===== src/rtl/acs_defines.vh =====
// Purpose: constants of the converter calibration sequencer
// Assumes: 8-bit registers on a plain strobe port
// Notes: offsets are byte indices of the local register port
`ifndef ACS_DEFINES_VH
`define ACS_DEFINES_VH
// ****************************************
// register offsets
// ****************************************
`define ACS_ADDR_RES_HIGH    3'h0
`define ACS_ADDR_RES_LOW     3'h1
`define ACS_ADDR_CTRL_MAIN   3'h2
`define ACS_ADDR_CTRL_REF    3'h3
`define ACS_ADDR_CTRL_TIME   3'h4
`define ACS_ADDR_IRQ_STATUS  3'h5
`define ACS_ADDR_IRQ_MASK    3'h6
// ****************************************
// field positions
// ****************************************
`define ACS_BIT_CAL          7
`define ACS_BIT_GO           1
`define ACS_BIT_POWER        0
`define ACS_BIT_JUSTIFY      7
`define ACS_ACQ_HI           5
`define ACS_ACQ_LO           3
`define ACS_IRQ_DONE         0
`define ACS_IRQ_CAL          1
// ****************************************
// reset values and masks
// ****************************************
`define ACS_RST_CTRL_MAIN    8'h00
`define ACS_RST_CTRL_REF     8'h00
`define ACS_RST_CTRL_TIME    8'h00
`define ACS_MASK_CTRL_MAIN   8'hbf
`define ACS_MASK_CTRL_REF    8'h3f
`define ACS_MASK_CTRL_TIME   8'hbf
`define ACS_MASK_IRQ         8'h03
`define ACS_ACQ_ZERO         3'h0
// ****************************************
// timing
// ****************************************
`define ACS_CLK_MHZ          25
`define ACS_INSTR_NS         160
`define ACS_INSTR_CYCLES     ((`ACS_INSTR_NS * `ACS_CLK_MHZ) / 1000)
`endif


===== src/rtl/acs_offset_store.v =====
// Purpose: hidden offset store written by the dummy conversion
// Assumes: single clock, synchronous reset
// Notes: read data come out of a register
module acs_offset_store #(
	parameter WIDTH = 10
) (
	// clock and reset
	input  wire             clk,
	input  wire             rst,
	// write side
	input  wire             wr_en,
	input  wire [WIDTH-1:0] wr_data,
	// read side
	output reg  [WIDTH-1:0] rd_data,
	output reg              valid
);
	always @(posedge clk) begin
		if (rst) begin
			rd_data <= {WIDTH{1'b0}};
			valid   <= 1'b0;
		end else if (wr_en) begin
			rd_data <= wr_data;
			valid   <= 1'b1;
		end
	end
endmodule


===== src/rtl/acs_corrector.v =====
// Purpose: subtract stored offset from a raw sample, clamped at zero
// Assumes: raw and offset share one width
// Notes: registered output
module acs_corrector #(
	parameter WIDTH = 10
) (
	// clock and reset
	input  wire             clk,
	input  wire             rst,
	// operands
	input  wire             load,
	input  wire             use_offset,
	input  wire [WIDTH-1:0] raw,
	input  wire [WIDTH-1:0] offset,
	// result
	output reg  [WIDTH-1:0] result
);
	wire [WIDTH:0] diff;
	assign diff = {1'b0, raw} - {1'b0, offset};
	always @(posedge clk) begin
		if (rst) begin
			result <= {WIDTH{1'b0}};
		end else if (load) begin
			if (!use_offset)
				result <= raw;
			else if (diff[WIDTH])
				result <= {WIDTH{1'b0}};
			else
				result <= diff[WIDTH-1:0];
		end
	end
endmodule


===== src/rtl/acs_sequencer.v =====
// Contract
// - setting the calibrate request bit arms offset self-calibration.
// - next trigger while calibration armed runs a dummy conversion, no channel sampled.
// - dummy result kept in a hidden offset store.
// - later conversions are corrected by the stored offset.
// - zero acquisition time delays conversion start by one instruction cycle.
// - result shown as high byte and low byte registers.
//
// Purpose: control of the converter: calibration, start timing, result and irq
// Assumes: analog core answers a start with a done pulse and a raw sample
// Notes: status register clears on read; set wins over the clear
`include "acs_defines.vh"
module acs_sequencer #(
	parameter WIDTH      = 10,
	parameter ACQ_CYCLES = 4
) (
	// clock and reset
	input  wire             clk,
	input  wire             rst,
	// register port
	input  wire [2:0]       reg_addr,
	input  wire [7:0]       reg_wdata,
	input  wire             reg_wr,
	input  wire             reg_rd,
	output reg  [7:0]       reg_rdata,
	// analog core
	output reg              conv_start,
	output reg              conv_dummy,
	output reg  [3:0]       conv_channel,
	output reg  [2:0]       conv_clock_select,
	output reg              conv_power,
	input  wire             conv_done,
	input  wire [WIDTH-1:0] conv_raw,
	// interrupt
	output reg              irq
);
	// ****************************************
	// states
	// ****************************************
	localparam ST_IDLE  = 2'h0;
	localparam ST_DELAY = 2'h1;
	localparam ST_ACQ   = 2'h2;
	localparam ST_CONV  = 2'h3;
	localparam DLY_W    = 8;
	localparam integer     INSTR_RAW = (`ACS_INSTR_CYCLES < 1) ? 1 : `ACS_INSTR_CYCLES;
	localparam [DLY_W-1:0] INSTR_CNT = INSTR_RAW[DLY_W-1:0];
	localparam [DLY_W-1:0] ACQ_CNT   = ACQ_CYCLES[DLY_W-1:0];

	// ****************************************
	// registers
	// ****************************************
	reg  [7:0]       ctrl_main;
	reg  [7:0]       ctrl_ref;
	reg  [7:0]       ctrl_time;
	reg  [1:0]       irq_status;
	reg  [1:0]       irq_mask;
	reg  [1:0]       state;
	reg  [DLY_W-1:0] dly;
	reg              cal_run;
	reg              done_d;
	reg              dummy_d;
	wire [WIDTH-1:0] offset_value;
	wire             offset_valid;
	wire [WIDTH-1:0] corrected;
	wire             wr_main;
	wire [15:0]      res_word;
	reg  [1:0]       next_status;

	assign wr_main  = reg_wr && (reg_addr == `ACS_ADDR_CTRL_MAIN);

	// ****************************************
	// offset store and correction
	// ****************************************
	acs_offset_store #(.WIDTH(WIDTH)) u_store (
		.clk     (clk),
		.rst     (rst),
		.wr_en   (conv_done && cal_run),
		.wr_data (conv_raw),
		.rd_data (offset_value),
		.valid   (offset_valid)
	);

	acs_corrector #(.WIDTH(WIDTH)) u_corr (
		.clk        (clk),
		.rst        (rst),
		.load       (conv_done && !cal_run),
		.use_offset (offset_valid),
		.raw        (conv_raw),
		.offset     (offset_value),
		.result     (corrected)
	);

	// result layout: right or left justified
	assign res_word = ctrl_time[`ACS_BIT_JUSTIFY] ?
		{{(16-WIDTH){1'b0}}, corrected} : {corrected, {(16-WIDTH){1'b0}}};

	// ****************************************
	// control registers and sequence
	// ****************************************
	always @(posedge clk) begin
		if (rst) begin
			ctrl_main  <= `ACS_RST_CTRL_MAIN;
			ctrl_ref   <= `ACS_RST_CTRL_REF;
			ctrl_time  <= `ACS_RST_CTRL_TIME;
			irq_mask   <= 2'h0;
			state      <= ST_IDLE;
			dly        <= {DLY_W{1'b0}};
			cal_run    <= 1'b0;
			conv_start <= 1'b0;
			conv_dummy <= 1'b0;
			done_d     <= 1'b0;
			dummy_d    <= 1'b0;
		end else begin
			conv_start <= 1'b0;
			done_d     <= conv_done && state == ST_CONV;
			dummy_d    <= cal_run;
			if (reg_wr && reg_addr == `ACS_ADDR_CTRL_REF)
				ctrl_ref <= reg_wdata & `ACS_MASK_CTRL_REF;
			if (reg_wr && reg_addr == `ACS_ADDR_CTRL_TIME)
				ctrl_time <= reg_wdata & `ACS_MASK_CTRL_TIME;
			if (reg_wr && reg_addr == `ACS_ADDR_IRQ_MASK)
				irq_mask <= reg_wdata[1:0];
			if (wr_main)
				ctrl_main <= reg_wdata & `ACS_MASK_CTRL_MAIN;
			case (state)
			ST_IDLE: begin
				if (wr_main && reg_wdata[`ACS_BIT_GO] && reg_wdata[`ACS_BIT_POWER]) begin
					cal_run <= reg_wdata[`ACS_BIT_CAL];
					if (ctrl_time[`ACS_ACQ_HI:`ACS_ACQ_LO] == `ACS_ACQ_ZERO) begin
						state <= ST_DELAY;
						dly   <= INSTR_CNT;
					end else begin
						state <= ST_ACQ;
						dly   <= ACQ_CNT;
					end
				end
			end
			ST_DELAY, ST_ACQ: begin
				if (dly <= 8'h01) begin
					state      <= ST_CONV;
					conv_start <= 1'b1;
					conv_dummy <= cal_run;
				end else begin
					dly <= dly - 8'h01;
				end
			end
			ST_CONV: begin
				if (conv_done) begin
					state                   <= ST_IDLE;
					ctrl_main[`ACS_BIT_GO]  <= 1'b0;
					if (cal_run)
						ctrl_main[`ACS_BIT_CAL] <= 1'b0;
					cal_run    <= 1'b0;
					conv_dummy <= 1'b0;
				end
			end
			default: state <= ST_IDLE;
			endcase
		end
	end

	// ****************************************
	// analog side outputs
	// ****************************************
	always @(posedge clk) begin
		if (rst) begin
			conv_channel      <= 4'h0;
			conv_clock_select <= 3'h0;
			conv_power        <= 1'b0;
		end else begin
			conv_channel      <= ctrl_main[5:2];
			conv_clock_select <= ctrl_time[2:0];
			conv_power        <= ctrl_main[`ACS_BIT_POWER];
		end
	end

	// ****************************************
	// interrupt status, mask, output
	// ****************************************
	always @* begin
		next_status = irq_status;
		if (reg_rd && reg_addr == `ACS_ADDR_IRQ_STATUS)
			next_status = 2'h0;
		if (done_d)
			next_status[`ACS_IRQ_DONE] = 1'b1;
		if (done_d && dummy_d)
			next_status[`ACS_IRQ_CAL] = 1'b1;
	end

	always @(posedge clk) begin
		if (rst) begin
			irq_status <= 2'h0;
			irq        <= 1'b0;
		end else begin
			irq_status <= next_status;
			irq        <= |(next_status & irq_mask);
		end
	end

	// ****************************************
	// read port
	// ****************************************
	always @(posedge clk) begin
		if (rst) begin
			reg_rdata <= 8'h00;
		end else if (reg_rd) begin
			case (reg_addr)
			`ACS_ADDR_RES_HIGH:   reg_rdata <= res_word[15:8];
			`ACS_ADDR_RES_LOW:    reg_rdata <= res_word[7:0];
			`ACS_ADDR_CTRL_MAIN:  reg_rdata <= ctrl_main;
			`ACS_ADDR_CTRL_REF:   reg_rdata <= ctrl_ref;
			`ACS_ADDR_CTRL_TIME:  reg_rdata <= ctrl_time;
			`ACS_ADDR_IRQ_STATUS: reg_rdata <= {6'h00, irq_status};
			`ACS_ADDR_IRQ_MASK:   reg_rdata <= {6'h00, irq_mask};
			default:              reg_rdata <= 8'h00;
			endcase
		end else begin
			reg_rdata <= 8'h00;
		end
	end
endmodule


===== config.mk =====
export PLATFORM = sky130hd
export DESIGN_NAME = acs_sequencer
export DESIGN_NICKNAME = d
export VERILOG_FILES = /design/src/rtl/acs_offset_store.v /design/src/rtl/acs_corrector.v /design/src/rtl/acs_sequencer.v
export VERILOG_INCLUDE_DIRS = /design/src /design/src/rtl
export SDC_FILE = /design/constraint.sdc
export NUM_CORES = 1
export LEC_CHECK = 0
export ABC_AREA = 0
export BUFFER_PORTS_ARGS = -buffer_cell sky130_fd_sc_hd__buf_2
export CELL_PAD_IN_SITES_DETAIL_PLACEMENT = 1
export CELL_PAD_IN_SITES_GLOBAL_PLACEMENT = 1
export CORE_ASPECT_RATIO = 0.6
export CORE_UTILIZATION = 48
export DETAILED_ROUTE_END_ITERATION = 8
export GPL_ROUTABILITY_DRIVEN = 0
export PLACE_DENSITY_LB_ADDON = 0.08
export SLEW_MARGIN = 10
export SYNTH_ARGS = -nofsm -noshare
export SYNTH_HDL_FRONTEND = slang
export SYNTH_HIERARCHICAL = 1
export SYNTH_SLANG_ARGS = --single-unit
export TNS_END_PERCENT = 100

===== constraint.sdc =====
create_clock -name clk -period 6.2 [get_ports clk]
set_input_delay 1.24 -clock clk [delete_from_list [all_inputs] [get_ports clk]]
set_output_delay 1.24 -clock clk [all_outputs]
set_load 0.02 [all_outputs]

* Word level (Yosys, flattened, before mapping)
Cells that the tools add are included.
** Storage, ports and cells
- Output and inout port bits :: 19
- Logic and storage cells :: 93
- Register bits :: 77
** Cells by class
- Reduce and logical (&&, ||, !) cells :: 26
- Bitwise logic cells :: 3
- Mux-type cells :: 27
- $add $sub $neg :: 2
- Order comparisons :: 1
- Equality and inequality tests :: 13
** Operators with widths (number)
- 8-bit case mux with 7 select lines :: 1
- 8-bit 2-to-1 mux :: 3
- 10-bit 2-to-1 mux :: 2
- 16-bit 2-to-1 mux :: 1
- 8-bit case mux with 2 select lines :: 1
- 3-bit AND reduction :: 4
- 1-bit logical AND :: 11
- 1-bit 2-to-1 mux :: 11
- 10-bit by 10-bit subtractor with 11-bit output :: 1
- 2-bit 2-to-1 mux :: 5
- 3-bit equality test, second input constant :: 3
- 8-bit by 1-bit <= comparator with 1-bit output, second input constant :: 1
- 2-bit != test, second input constant :: 4
- 2-bit OR reduction :: 4
- 8-bit by 1-bit subtractor with 8-bit output, second input constant :: 1
- 3-bit by 2-bit equality test with 1-bit output, second input constant :: 2
- 3-bit logical NOT :: 2
- 2-bit case mux with 3 select lines :: 1
- 2-bit nonzero test :: 3
- 2-bit equality test, second input constant :: 2
- 1-bit case mux with 2 select lines :: 2
- 3-bit by 1-bit equality test with 1-bit output, second input constant :: 1
- 2-bit AND :: 1
- 2-bit by 1-bit equality test with 1-bit output, second input constant :: 1
- other kinds (3) :: 4

* Logic depth before layout (Yosys ltp)
- Depth after elaboration :: 6
- Depth in mapped cells :: 9

* By module
The synthesis kept the hierarchy.
** Modules (own cells, without submodules)
- acs_sequencer :: cells each 291, sequential area each 1121.1 um2, area each 2595.0 um2, instances 1
- acs_corrector :: cells each 112, sequential area each 200.2 um2, area each 943.4 um2, instances 1
- acs_offset_store :: cells each 35, sequential area each 220.2 um2, area each 380.4 um2, instances 1

* Least setup slack after synthesis
Ideal clock, no wire load.
- Path type :: input to register
- Start point :: input port conv_raw[0]
- End point :: register u_corr.result[7]
- Arrival time :: 2805 ps
- Path slack :: 3307 ps
- Buffers on the path :: 0
- Library setup time :: 88 ps
- Stages :: 9
- Path through :: inv_1 ha_1 fa_1 nor2b_1 o22ai_2 o21a_4 o22ai_4 nor2_1 nor4_2
** On the way
- Longest elaborated chain between the ends :: 3
** RTL lines
- start: declaration :: RTL line acs_sequencer.v:33 : input wire [WIDTH-1:0] conv_raw,
- 10-bit by 10-bit subtractor with 11-bit output :: RTL line acs_corrector.v:19 : assign diff = {1'b0, raw} - {1'b0, offset};
- 10-bit 2-to-1 mux :: RTL line acs_corrector.v:26 : else if (diff[WIDTH])
- 10-bit 2-to-1 mux :: RTL line acs_corrector.v:24 : if (!use_offset)
- end signal: assignment :: RTL line acs_corrector.v:22 : result <= {WIDTH{1'b0}};
- end signal: assignment :: RTL line acs_corrector.v:25 : result <= raw;
- end signal: assignment :: RTL line acs_corrector.v:27 : result <= {WIDTH{1'b0}};
- end: declaration :: RTL line acs_corrector.v:16 : output reg [WIDTH-1:0] result
No other way between the ends.
A chain may end at the register's enable or synchronous reset.

* Final worst setup path
- Start point :: input port reg_addr[1]
- End point :: register dly[7]
** On the way
- Longest elaborated chain between the ends :: 6
** RTL lines
- start: declaration :: RTL line acs_sequencer.v:21 : input wire [2:0] reg_addr,
- 3-bit by 2-bit equality test with 1-bit output
- 1-bit logical AND :: RTL line acs_sequencer.v:69 : assign wr_main = reg_wr && (reg_addr == `ACS_ADDR_CTRL_MAIN);
- 1-bit logical AND (2 in series) :: RTL line acs_sequencer.v:127 : if (wr_main && reg_wdata[`ACS_BIT_GO] && reg_wdata[`ACS_BIT_POWER]) begin
- 2-bit != test (no line)
- 3-bit AND reduction (no line)
- end signal: assignment :: RTL line acs_sequencer.v:107 : dly <= {DLY_W{1'b0}};
- end signal: assignment :: RTL line acs_sequencer.v:144 : dly <= dly - 8'h01;
- end: declaration :: RTL line acs_sequencer.v:58 : reg [DLY_W-1:0] dly;
No other way between the ends.

==> impl_metrics.env <==
export IMPL_dr_max_layer_used="met4"
export IMPL_place_area_um2=4190
export IMPL_crit_start="reg_addr[1]"
export IMPL_yosys_top_cells_count="dfxtp_1, nor2_1, mux2i_1, nand2_1"
export IMPL_start_util_pct=49.71
export IMPL_numCtsBuffers=9
export IMPL_die_area_um2=8542
export IMPL_rows=25
export IMPL_hold_class="flop to flop"
export IMPL_cts_root_buf="clkbuf_16"
export IMPL_drive_above_1_share_pct=16.60
export IMPL_routed_wl_met3_um=586
export IMPL_syn_avg_cell_area_um2=8.947
export IMPL_synth_fa_ha_area_share_pct=4.981
export IMPL_path_cells="buf_2, nand4bb_1, o21a_1, or4_1, a21boi_1"
export IMPL_die_y_um=71.99
export IMPL_drv_slew=0
export IMPL_wirelength_um=10680
export IMPL_synth_compound_area_share_pct=17.24
export IMPL_r2r_slack_ns=3.73
export IMPL_cts_tree="done"
export IMPL_r2r_end="dly[2]$_SDFFE_PP0P_"
export IMPL_nets=512
export IMPL_antenna_found_initial=0
export IMPL_crit_type="input port to flop"
export IMPL_n_fill_cell=931
export IMPL_synth_top_family_by_area="simple AND/OR/NAND/NOR gates"
export IMPL_endpoint_kind="flop"
export IMPL_io_pins=45
export IMPL_synthXorXnorAreaFrac_pct=1.341
export IMPL_post_route_util_pct=57.48
export IMPL_tightest_slew_ns=1.122
export IMPL_critPathBufInv=1
export IMPL_drtIter0Drc=191
export IMPL_power_density_nw_per_um2=293.9
export IMPL_worst_setup_path_start_kind="input port"
export IMPL_cts_max_level=3
export IMPL_yosys_area_top_type="dfxtp_1"
export IMPL_clock_path_buffers=2
export IMPL_cts_sinks=77
export IMPL_period_share_pct=52.10
export IMPL_cts_setup_buffers=0
export IMPL_ant_nets=0
export IMPL_synth_top_cell_area_share_pct=39.34
export IMPL_clock_latency_ns=0.34
export IMPL_syn_nets=479
export IMPL_ys_ff_latch=77
export IMPL_slew_limit_headroom_pct=25.03
export IMPL_crit_required_ns=6.47
export IMPL_synth_simple_gate_area_share_pct=23.02
export IMPL_grt_pass1_vias=3451
export IMPL_num_vias=3383
export IMPL_ys_flop_type="dfxtp_1"
export IMPL_tns_ns=0
export IMPL_cts_hold_buf=0
export IMPL_drcViolationCount=0
export IMPL_core_area_um2=7883
export IMPL_cp_arrival_ns=3.50
export IMPL_clock_skew_final_ns=0.007029
export IMPL_place_ws_ns=2.657
export IMPL_grt_overflow=0
export IMPL_post_drt_via_cell_ratio=5.793
export IMPL_syn_inst=438
export IMPL_ys_types=73
export IMPL_crit_slowest_cell="nand4bb_1"
export IMPL_finalCriticalPeriod_ns=3.230
export IMPL_drv_cap=0
export IMPL_synth_mux_area_share_pct=8.972
export IMPL_post_cts_resized=0
export IMPL_synth_warnings=6
export IMPL_fin_area_um2=4531
export IMPL_hold_viol=0
export IMPL_power_leakage_uw=0.001785
export IMPL_async_flop_share_pct=0
export IMPL_peakVddDrop_uv=156.8
export IMPL_drtPass1Iterations=4
export IMPL_max_freq_mhz=309.6
export IMPL_yosysMostFrequentCell="dfxtp_1"
export IMPL_setup_violations=0
export IMPL_crit_cells=5
export IMPL_rsz0062_at_grt="no"
export IMPL_dr_wl_met2_um=4795
export IMPL_post_drt_wl_per_cell_um=18.28
export IMPL_grt_pass1_wl_um=17310
export IMPL_critPathCapture="dly[7]$_SDFFE_PP0P_"
export IMPL_crit_family="simple AND/OR/NAND/NOR gates"
export IMPL_die_w_um=118.7
export IMPL_r2r_start="state[0]$_SDFFE_PP0P_"
export IMPL_portBuffers=43
export IMPL_layout_setup_ws_ns=2.970
export IMPL_synth_edf_count=0
export IMPL_grt_max_degree=67
export IMPL_status="finished, final reports clean"
export IMPL_yosysSeqAreaShare_pct=39.34
export IMPL_critical_path_max_fanout=33
export IMPL_clkSlewWorstSetupHoldPaths_ns=0.06
export IMPL_grt_usage_pct=25.90
export IMPL_synthTopCellsByArea="dfxtp_1, mux2i_1, nor2_1, ha_1, a221oi_1"
export IMPL_area_growth_pct=15.61
export IMPL_r2r_cells=6
export IMPL_dp_hpwl_um=7417
export IMPL_wirelength_met1_um=5222
export IMPL_synth_cell_area_um2=3919
export IMPL_antennaDiodeCount=0
export IMPL_cpPeakStageDelay_ns=0.58
==> area by class of cell <==
type | instances | area (um^2) | area share, %
Multi-Input combinational cell | 314 | 2190 | 48.33
Clock buffer | 10 | 229.0 | 5.054
Sequential cell | 77 | 1541 | 34.02
Inverter | 23 | 86.33 | 1.906
Tap cell | 108 | 135.1 | 2.983
Clock inverter | 6 | 111.4 | 2.458
Timing Repair Buffer | 46 | 237.7 | 5.247
==> per-layer routing <==
layer / GRT usage (%) / vias to the layer above
met5: 0 / -
met4: 9.001 / 0
met3: 5.818 / 7
met2: 42.04 / 83
met1: 34.34 / 1657
li1: - / 1636
==> how the worst min path moves through the flow <==
| stage | from | cells after the start | endpoint |
|---|---|---|---|
| finish | ctrl_main[4]$_SDFFE_PP0N_ | 2 | ctrl_main[4]$_SDFFE_PP0N_ |
| global route | ctrl_main[4]$_SDFFE_PP0N_ | 1 | conv_channel[2]$_SDFF_PP0_ |
| CTS | ctrl_main[4]$_SDFFE_PP0N_ | 2 | ctrl_main[4]$_SDFFE_PP0N_ |
| detailed placement | ctrl_main[4]$_SDFFE_PP0N_ | 2 | ctrl_main[4]$_SDFFE_PP0N_ |
| global placement | ctrl_main[2]$_SDFFE_PP0N_ | 2 | ctrl_main[2]$_SDFFE_PP0N_ |
| floorplan | dly[5]$_SDFFE_PP0P_ | 2 | dly[5]$_SDFFE_PP0P_ |
==> cells by family (layout without fill, tap and decap cells) <==
logic type	count (synthesis)	count (layout)
xor+xnor	6	6
fa+ha+maj	15	15
flops	77	77
mux	35	35
buf+inv	47	85
simple gates	166	166
compound gates	92	92
==> registers in the layout, indices dropped and copies added, names as in the netlist <==
signal             flops
u_store/valid          1
conv_power             1
irq                    1
conv_clock_select      3
conv_dummy             1
reg_rdata              8
dly                    8
irq_mask               2
irq_status             2
state                  2
u_corr/result         10
ctrl_ref               6
ctrl_time              7
conv_channel           4
ctrl_main              7
dummy_d                1
cal_run                1
u_store/rd_data       10
done_d                 1
conv_start             1
==> placed cells by master, fill, tap and decap left out, drive strengths merged, types with 3 or more instances in the layout <==
| cell type | n |
|---|---|
| a21boi | 6 |
| a21o | 5 |
| a21oi | 22 |
| a221oi | 14 |
| a31oi | 4 |
| and2 | 3 |
| buf | 46 |
| bufinv | 3 |
| clkbuf | 10 |
| clkinv | 3 |
| dfxtp | 77 |
| ha | 14 |
| inv | 22 |
| mux2i | 34 |
| nand2 | 28 |
| nand2b | 7 |
| nand3 | 8 |
| nand3b | 12 |
| nor2 | 49 |
| nor2b | 18 |
| nor3 | 10 |
| nor4 | 6 |
| o21ai | 15 |
| o22ai | 4 |
| o31ai | 4 |
| or3 | 4 |
| or4 | 6 |
| xnor2 | 3 |
| xor2 | 3 |
==> tightest hold or removal path: stages (launching register included) <==
cell and delay, ns:
dfxtp_1 0.32, nand2_1 0.06, a21oi_1 0.05
==> where the power goes <==
part	internal (uW)	leakage, uW	switching (uW)	total (uW)
logic	75.9	0.000998	125	201
clock network	393	0.000163	209	602
registers	514	0.000624	15.1	529
total	983	0.00178	349	1330
==> per-stage QoR <==
| stage | power [uW] | hold WS, ns | instances |
|---|---|---|---|
| after global placement | 726.9 | 0.4556 | 568 |
| after CTS | 1339 | 0.4739 | 584 |
| final | 1332 | 0.4753 | 584 |
| after global routing | 1378 | 0.4953 | 584 |
| after floorplan | 678.0 | 0.4420 | 438 |
| after detailed placement | 737.2 | 0.4655 | 568 |
Note: power is estimated with default switching activity, not from simulation.
